**config.mk**
```make
export PLATFORM = sky130hd
export DESIGN_NAME = fslb_fault_bank
export DESIGN_NICKNAME = d
export VERILOG_FILES = /design/src/common/fslb_pkg.sv /design/src/fslb_fault_bank.sv
export SDC_FILE = /design/constraint.sdc
export NUM_CORES = 1
export LEC_CHECK = 0
export BUFFER_PORTS_ARGS = -buffer_cell sky130_fd_sc_hd__buf_2
export CAP_MARGIN = 20
export CORE_MARGIN = 2
export CORE_UTILIZATION = 48
export CTS_CLUSTER_SIZE = 12
export DETAILED_ROUTE_END_ITERATION = 8
export PLACE_DENSITY = 0.72
export SYNTH_ARGS = -nofsm -noshare
export SYNTH_HDL_FRONTEND = slang
export SYNTH_SLANG_ARGS = --single-unit
```
**constraint.sdc**
```tcl
create_clock -name i_sys_clk -period 1.8 [get_ports i_sys_clk]
set_input_delay 0.18 -clock i_sys_clk [delete_from_list [all_inputs] [get_ports i_sys_clk]]
set_output_delay 0.18 -clock i_sys_clk [all_outputs]
set_load 0.01 [all_outputs]
```
**src/common/fslb_pkg.sv**
```systemverilog
/*
 * fslb_pkg: register offsets, bit positions and widths for the fault status
 * latch bank. Assumes the register access engine uses 8-bit register offsets.
 */
package fslb_pkg;

    localparam int          REG_W          = 8;
    localparam int          ADDR_W         = 8;
    localparam int          PG2_FLAGS      = 17;

    // register offsets
    localparam logic [7:0]  OFS_LIVE_ONE   = 8'h00;
    localparam logic [7:0]  OFS_LIVE_TWO   = 8'h01;
    localparam logic [7:0]  OFS_STICKY_ONE = 8'h04;
    localparam logic [7:0]  OFS_STICKY_TWO = 8'h05;

    // reset values
    localparam logic [7:0]  RST_FAULT      = 8'h00;
    localparam logic [7:0]  RD_UNMAPPED    = 8'h00;
    localparam logic [16:0] RST_PG2_SEEN   = 17'h00000;

    // live_fault_status_one fields
    localparam int          B1_SUPPLY_OFF  = 7;
    localparam int          B1_ORING_OFF   = 6;
    localparam int          B1_PG1         = 5;
    localparam int          B1_PG2         = 4;
    localparam int          B1_SR_OFF      = 3;
    localparam int          B1_FAST_OC     = 2;
    localparam int          B1_PRI_OC      = 1;
    localparam int          B1_SEC_OC      = 0;

    // live_fault_status_two fields
    localparam int          B2_CONTINUITY  = 7;
    localparam int          B2_UNDERVOLT   = 6;
    localparam int          B2_ORING_ACC   = 5;
    localparam int          B2_SUPPLY_UV   = 4;
    localparam int          B2_CORE_OV     = 3;
    localparam int          B2_SUPPLY_OV   = 2;
    localparam int          B2_LOAD_OV     = 1;
    localparam int          B2_LOCAL_OV    = 0;

    // positions in the second power-good ignore mask
    localparam int          M_SUPPLY_OFF   = 0;
    localparam int          M_ORING_OFF    = 1;
    localparam int          M_FAST_OC      = 2;
    localparam int          M_PRI_OC       = 3;
    localparam int          M_SEC_OC       = 4;
    localparam int          M_CONTINUITY   = 5;
    localparam int          M_UNDERVOLT    = 6;
    localparam int          M_ORING_ACC    = 7;
    localparam int          M_AC_SENSE     = 8;
    localparam int          M_EXT_FLAG     = 9;
    localparam int          M_CORE_OV      = 10;
    localparam int          M_SUPPLY_OV    = 11;
    localparam int          M_LOCAL_OV     = 12;
    localparam int          M_LOAD_OV      = 13;
    localparam int          M_OVERTEMP     = 14;
    localparam int          M_CHECKSUM     = 15;
    localparam int          M_EE_UNLOCKED  = 16;

endpackage : fslb_pkg

```
**src/fslb_fault_bank.sv**
```systemverilog
/*
 * fslb_fault_bank: live and sticky fault status registers with clear on read.
 * Assumes all fault inputs are synchronous to i_sys_clk and that the serial
 * interface engine presents each register read as a one-cycle strobe.
 */
`timescale 1ns/1ps
`default_nettype none

// What this block does
// - sticky copy of each fault flag stays set after the fault disappears
// - serial read of sticky register clears only bits whose fault has gone
// - sticky bit sets only on a normal-to-fault rising transition
// - sticky register one at 0x04 mirrors live register one at 0x00
// - bit 7 shows supply off until the supply restarts
// - bit 6 shows the oring switch gate control is off
// - bit 5 is OR of seven first power-good flags
// - bit 4 is OR of seventeen second power-good flags
// - configuration mask excludes chosen flags from bit 4
// - bit 3 set by user rectifier disable, light load, or disabling flag
// - bit 2 reflects fast primary overcurrent comparator at 1.2 V
// - bit 1 primary accurate overcurrent, bit 0 secondary accurate overcurrent
// - clear on read applies only to reads via the serial interface
module fslb_fault_bank (
    input  wire logic        i_sys_clk,          // system clock, 25 MHz
    input  wire logic        i_sys_rst,          // async reset, active high
    input  wire logic        i_supply_off,       // supply off, pwm disabled
    input  wire logic        i_oring_switch_off, // oring switch gate drive off
    input  wire logic        i_fast_oc,          // fast overcurrent comparator out
    input  wire logic        i_primary_oc,       // primary accurate overcurrent
    input  wire logic        i_secondary_oc,     // secondary accurate overcurrent
    input  wire logic        i_continuity,       // voltage continuity fault
    input  wire logic        i_undervoltage,     // undervoltage trip
    input  wire logic        i_oring_acc_off,    // accurate oring reverse voltage
    input  wire logic        i_supply_uv,        // supply rail undervoltage
    input  wire logic        i_core_ov,          // core rail overvoltage
    input  wire logic        i_supply_ov,        // supply rail overvoltage
    input  wire logic        i_load_ov,          // load overvoltage trip
    input  wire logic        i_local_ov,         // local overvoltage trip
    input  wire logic        i_ac_line_sense,    // ac line sense fault
    input  wire logic        i_ext_flag,         // external flag input set
    input  wire logic        i_overtemp,         // overtemperature
    input  wire logic        i_checksum_fault,   // eeprom checksum fault
    input  wire logic        i_eeprom_unlocked,  // eeprom unlocked
    input  wire logic        i_sr_user_off,      // both rectifiers disabled by user
    input  wire logic        i_light_load,       // load below light-load threshold
    input  wire logic        i_sr_flag_off,      // a rectifier-disabling flag set
    input  wire logic [16:0] i_pg2_ignore,       // 1 = flag excluded from pg2
    input  wire logic        i_rd_strobe,        // register read request, 1 cycle
    input  wire logic [7:0]  i_rd_addr,          // register offset
    input  wire logic        i_rd_serial,        // read arrives via serial port
    output logic      [7:0]  o_rd_data,          // read data, registered
    output logic             o_rd_ack            // read data valid, 1 cycle
);

    ////////////////////////////////////////////////////////////////////////////
    // live fault vectors

    logic [16:0] pg2_src;
    logic [7:0]  live_one_next;
    logic [7:0]  live_two_next;
    logic [7:0]  live_one_reg;
    logic [7:0]  live_two_reg;
    logic [7:0]  prev_one_reg;
    logic [7:0]  prev_two_reg;
    logic [7:0]  sticky_one_reg;
    logic [7:0]  sticky_two_reg;
    logic [7:0]  sticky_one_next;
    logic [7:0]  sticky_two_next;
    logic [7:0]  clr_one;
    logic [7:0]  clr_two;

    // second power-good sources in mask bit order, so the ignore mask applies bit for bit
    always_comb begin
        pg2_src                             = '0;
        pg2_src[fslb_pkg::M_SUPPLY_OFF]     = i_supply_off;
        pg2_src[fslb_pkg::M_ORING_OFF]      = i_oring_switch_off;
        pg2_src[fslb_pkg::M_FAST_OC]        = i_fast_oc;
        pg2_src[fslb_pkg::M_PRI_OC]         = i_primary_oc;
        pg2_src[fslb_pkg::M_SEC_OC]         = i_secondary_oc;
        pg2_src[fslb_pkg::M_CONTINUITY]     = i_continuity;
        pg2_src[fslb_pkg::M_UNDERVOLT]      = i_undervoltage;
        pg2_src[fslb_pkg::M_ORING_ACC]      = i_oring_acc_off;
        pg2_src[fslb_pkg::M_AC_SENSE]       = i_ac_line_sense;
        pg2_src[fslb_pkg::M_EXT_FLAG]       = i_ext_flag;
        pg2_src[fslb_pkg::M_CORE_OV]        = i_core_ov;
        pg2_src[fslb_pkg::M_SUPPLY_OV]      = i_supply_ov;
        pg2_src[fslb_pkg::M_LOCAL_OV]       = i_local_ov;
        pg2_src[fslb_pkg::M_LOAD_OV]        = i_load_ov;
        pg2_src[fslb_pkg::M_OVERTEMP]       = i_overtemp;
        pg2_src[fslb_pkg::M_CHECKSUM]       = i_checksum_fault;
        pg2_src[fslb_pkg::M_EE_UNLOCKED]    = i_eeprom_unlocked;
    end

    always_comb begin
        live_one_next                           = '0;
        // supply stays flagged until the power stage reports a restart
        live_one_next[fslb_pkg::B1_SUPPLY_OFF]  = i_supply_off;
        live_one_next[fslb_pkg::B1_ORING_OFF]   = i_oring_switch_off;
        // aggregates are rebuilt from the inputs, not from other register bits
        live_one_next[fslb_pkg::B1_PG1]         = i_supply_off | i_fast_oc
                                                | i_primary_oc | i_secondary_oc
                                                | i_undervoltage | i_local_ov
                                                | i_load_ov;
        live_one_next[fslb_pkg::B1_PG2]         = |(pg2_src & ~i_pg2_ignore);
        live_one_next[fslb_pkg::B1_SR_OFF]      = i_sr_user_off | i_light_load
                                                | i_sr_flag_off;
        // threshold lives in the analog comparator; only its output is seen here
        live_one_next[fslb_pkg::B1_FAST_OC]     = i_fast_oc;
        live_one_next[fslb_pkg::B1_PRI_OC]      = i_primary_oc;
        live_one_next[fslb_pkg::B1_SEC_OC]      = i_secondary_oc;
    end

    // live register two has no aggregates; each bit is one fault input
    always_comb begin
        live_two_next                           = '0;
        live_two_next[fslb_pkg::B2_CONTINUITY]  = i_continuity;
        live_two_next[fslb_pkg::B2_UNDERVOLT]   = i_undervoltage;
        live_two_next[fslb_pkg::B2_ORING_ACC]   = i_oring_acc_off;
        live_two_next[fslb_pkg::B2_SUPPLY_UV]   = i_supply_uv;
        live_two_next[fslb_pkg::B2_CORE_OV]     = i_core_ov;
        live_two_next[fslb_pkg::B2_SUPPLY_OV]   = i_supply_ov;
        live_two_next[fslb_pkg::B2_LOAD_OV]     = i_load_ov;
        live_two_next[fslb_pkg::B2_LOCAL_OV]    = i_local_ov;
    end

    ////////////////////////////////////////////////////////////////////////////
    // live registers and edge history

    // live copy is resampled every cycle, so a read always returns current state
    always_ff @(posedge i_sys_clk or posedge i_sys_rst) begin
        if (i_sys_rst) begin
            live_one_reg <= fslb_pkg::RST_FAULT;
            live_two_reg <= fslb_pkg::RST_FAULT;
        end else begin
            live_one_reg <= live_one_next;
            live_two_reg <= live_two_next;
        end
    end

    // previous sample for edge detection; a fault present out of reset counts
    // as a fresh rising edge because this starts at zero
    always_ff @(posedge i_sys_clk or posedge i_sys_rst) begin
        if (i_sys_rst) begin
            prev_one_reg <= fslb_pkg::RST_FAULT;
            prev_two_reg <= fslb_pkg::RST_FAULT;
        end else begin
            prev_one_reg <= live_one_reg;
            prev_two_reg <= live_two_reg;
        end
    end

    ////////////////////////////////////////////////////////////////////////////
    // sticky copies

    function automatic logic [7:0] clr_mask(input logic [7:0] ofs,
                                            input logic [7:0] target,
                                            input logic [7:0] live);
        // only serial reads clear, and never a bit whose fault is still live
        // a non-serial read is a side-band peek and must never lose a fault
        if (i_rd_strobe && i_rd_serial && ofs == target) begin
            clr_mask = ~live;
        end else begin
            clr_mask = '0;
        end
    endfunction

    always_comb begin
        clr_one         = clr_mask(i_rd_addr, fslb_pkg::OFS_STICKY_ONE, live_one_reg);
        clr_two         = clr_mask(i_rd_addr, fslb_pkg::OFS_STICKY_TWO, live_two_reg);
        // the clear looks at the live value held at the strobe, not the one arriving
        // a rising edge wins over a clear in the same cycle
        sticky_one_next = (sticky_one_reg & ~clr_one)
                        | (live_one_reg & ~prev_one_reg);
        sticky_two_next = (sticky_two_reg & ~clr_two)
                        | (live_two_reg & ~prev_two_reg);
    end

    // no write path exists; only reset or a serial read can lower a sticky bit
    always_ff @(posedge i_sys_clk or posedge i_sys_rst) begin
        if (i_sys_rst) begin
            sticky_one_reg <= fslb_pkg::RST_FAULT;
            sticky_two_reg <= fslb_pkg::RST_FAULT;
        end else begin
            sticky_one_reg <= sticky_one_next;
            sticky_two_reg <= sticky_two_next;
        end
    end

    ////////////////////////////////////////////////////////////////////////////
    // read port; the value returned is the one before any clear takes effect

    // unmapped offsets read as zero and have no side effect
    always_ff @(posedge i_sys_clk or posedge i_sys_rst) begin
        if (i_sys_rst) begin
            o_rd_data <= fslb_pkg::RD_UNMAPPED;
        end else if (i_rd_strobe) begin
            if (i_rd_addr == fslb_pkg::OFS_LIVE_ONE) begin
                o_rd_data <= live_one_reg;
            end else if (i_rd_addr == fslb_pkg::OFS_LIVE_TWO) begin
                o_rd_data <= live_two_reg;
            end else if (i_rd_addr == fslb_pkg::OFS_STICKY_ONE) begin
                o_rd_data <= sticky_one_reg;
            end else if (i_rd_addr == fslb_pkg::OFS_STICKY_TWO) begin
                o_rd_data <= sticky_two_reg;
            end else begin
                o_rd_data <= fslb_pkg::RD_UNMAPPED;
            end
        end
    end

    // ack is the strobe one cycle late, so strobes may come back to back
    always_ff @(posedge i_sys_clk or posedge i_sys_rst) begin
        if (i_sys_rst) begin
            o_rd_ack <= 1'b0;
        end else begin
            o_rd_ack <= i_rd_strobe;
        end
    end

endmodule // fslb_fault_bank

`default_nettype wire

```
==> summary.txt <==
Timing
  – Slew Viols, Final: 0
  – Final hold viol count: 0
  – Final-report setup violation count: 0
  – Worst-Margin Slew: 0.478 ns
  – RSZ-0062 raised after global routing: no
  – Final worst setup slack: 0.665 ns
  – Final min period: 1.14 ns
  – Crit share post-route: 63.1%
  – Worst Skew: 0.00820 ns
  – Max-slew headroom: 68.1%
  – Fmax: 881 MHz
  – Setup TNS: 0 ns

Clocking
  – Clock buffer depth: 2
  – Cts bufs inserted: 9
  – Clock Sinks: 57
  – Worst skew pair latency: 0.33 ns
  – H-tree levels: 3
  – Root Buffer: clkbuf_8
  – CTS tree: yes
  – Clk slew on worst S/H paths: 0.06 ns

Floorplanning
  – # rows: 25
  – Area of the core: 0.00472 mm^2
  – IO Count: 59
  – Die width: 73.9 um
  – DIE AREA: 0.00546 mm^2
  – Die outline height: 73.9 um
  – Initial core utilization: 49.6%

Synth
  – Seq cells post-synth: 57
  – Syn Inst Count: 194
  – Dominant cell type by area after synthesis: dfrtp_1
  – Syn avg cell area: 12.1 um^2
  – Portion of netlist area occupied by mux cells: 3.42%
  – Post-Synth XOR/XNOR Area: 0%
  – Post-synth EDFFs: 0
  – Seq/Total Area, Yosys: 60.8%
  – Synth warn: 0
  – Largest family of logic cells by synthesized area: simple AND/OR/NAND/NOR gates
  – Synth Area in Simple Gates: 17.7%
  – Synth top area cells: dfrtp_1 (61%), o22a_1 (5.2%), a21oi_1 (4.7%)
  – Synthesized Nets: 244
  – Top-area cell type share of the netlist area: 60.8%
  – Synth cell types: 29
  – Top post-synthesis cells by count: dfrtp_1 (57), a21oi_1 (22), inv_1 (17), nor2b_1 (14), o22a_1 (14)
  – Post-synth top flop: dfrtp_1
  – FFs w/ async S/R, synth: 100%
  – Compound-Gate Fraction of Synth Area: 13.2%
  – Cell Area, Synth: 0.00234 mm^2
  – Adder-Cell Fraction of Synth Area: 0%
  – Most common cell in the synthesized netlist: dfrtp_1

Global route
  – Initial antenna violation count: 0
  – Vias in the first global route: 1661
  – Total gr overflow: 0
  – GR Util All Layers: 18.8%
  – First-pass GRT wire length: 7550 um
  – Largest net degree at the start of global routing: 58

Critical path
  – WP buf/inv: 2
  – Worst path max stage delay: 0.53 ns
  – Startpoint Class: primary input
  – CP Data Required Time: 1.98 ns
  – Worst Path Arrival: 1.32 ns
  – Critical path class: primary input to flip-flop
  – Critical-path cell list: dlygate4sd3_1, buf_2, nand2b_1, o2111ai_1, nor3_1, nand3_1
  – Worst-path maximum fanout: 3
  – Crit-path leading delay family: buffers and inverters
  – CP endpoint kind: flip-flop
  – Crit-path slowest cell: dlygate4sd3_1

Finish
  – Antenna Diode Count: 0
  – Fill cell count: 380
  – Layout cells sized above 1: 32.2%
  – Net total in the final layout: 321
  – Post-Layout Cell Count: 340
  – Area grow syn2layout: 27.9%

Routing
  – Starting DRT DRC Count: 124
  – WL/cell: 13.0 um
  – Via count: 1688
  – DR DRC count: 0
  – Pre-antenna DRT Iters: 6
  – WL final: 4420 um
  – DRT antenna net count: 0
  – Drt via density: 4.96

Placed design
  – Dpl ws: 0.346 ns
  – RePlAce Congestion: 0.725
  – Inst Count DP: 313
  – Port Buffers: 58
  – DP HPWL: 3010 um

Power and ir drop
  – PwrDens: 866 mW/mm^2
  – Leakage power: 0.00136 uW
  – Total power draw: 2600 uW
  – VDD IR max: 506 uV

Run
  – # Max-Cap Violations: 0

Outcome
  – Status: finished, final reports clean

Hold path
  – Tightest Hold Check Type: primary input to flip-flop
==> cells in the final DEF, fill, tap and decap left out, types with 2 or more instances in the layout <==
cell type and n:
a21oi_1 22, a21oi_2 3, and2b_2 8, buf_2 58, clkbuf_8 12, dfrtp_1 57
dlygate4sd3_1 14, inv_1 16, mux2i_1 8, nand2_1 2, nand2b_1 3, nand3_2 2
nor2_1 3, nor2b_1 14, nor3_1 8, nor3b_1 8, nor4_1 4, o22a_1 14
o22ai_1 5
==> metal layers <==
metal  vias up  global-route usage (%)  wire length [um]
li1        834                       -                 -
met1       790                    24.9              2040
met2        57                    28.3              2070
met3         7                    6.31               239
met4         0                    7.88                70
met5         -                       0                 0
==> path summary, 6_finish.rpt <==
path	from	end	slack [ns]	cells after the start
worst max-delay path	i_secondary_oc	live_one_reg[4]$_DFF_PP0_	0.66	6
worst min-delay path	i_sr_flag_off	live_one_reg[3]$_DFF_PP0_	0.04	2
worst max register to register	live_two_reg[1]$_DFF_PP0_	o_rd_data[1]$_DFFE_PP0P_	0.78	4
worst min register to register	live_two_reg[7]$_DFF_PP0_	prev_two_reg[7]$_DFF_PP0_	0.40	0
max in group asynchronous	i_sys_rst	live_two_reg[2]$_DFF_PP0_	1.09	4
min in group asynchronous	i_sys_rst	prev_two_reg[3]$_DFF_PP0_	0.46	4
==> where the power goes <==
part / switching [uW] / internal (uW)
sequential: 28.5 / 1330
combinational: 106 / 112
clock: 433 / 589
==> cells by family (layout without fill, tap and decap cells) <==
family / Yosys count / count (layout)
AND/OR/NAND/NOR: 59 / 59
flip-flops: 57 / 57
AO/OA/AOI/OAI: 46 / 46
buffers and inverters: 24 / 103
multiplexers: 8 / 8
==> stage by stage <==
stage | cell area, um^2 | hold slack [ns] | utilization [%]
after floorplan | 2340 | 0.211 | -
after global placement | 2690 | 0.253 | 56.9
after detailed placement | 2690 | 0.254 | 56.9
after CTS | 3000 | 0.0214 | 63.5
after global routing | 3000 | 0.0389 | 63.5
final | 3000 | 0.0375 | 63.5
==> cell type report <==
class | instances | area [um^2] | area share (%)
Sequential cell | 57 | 1430 | 47.6
Multi-Input combinational cell | 113 | 805 | 26.8
Timing Repair Buffer | 73 | 450 | 15.0
Clock buffer | 13 | 169 | 5.63
Tap cell | 67 | 83.8 | 2.80
Inverter | 17 | 63.8 | 2.13
==> timing repair <==
item / 4_1_cts / 5_1_grt
setup buffers: 0 / 0
hold buffers: 14 / 0
hold endpoints to repair: 70 / 0
resized for setup: 0 / 0
Power figures use the tool's default switching activity.
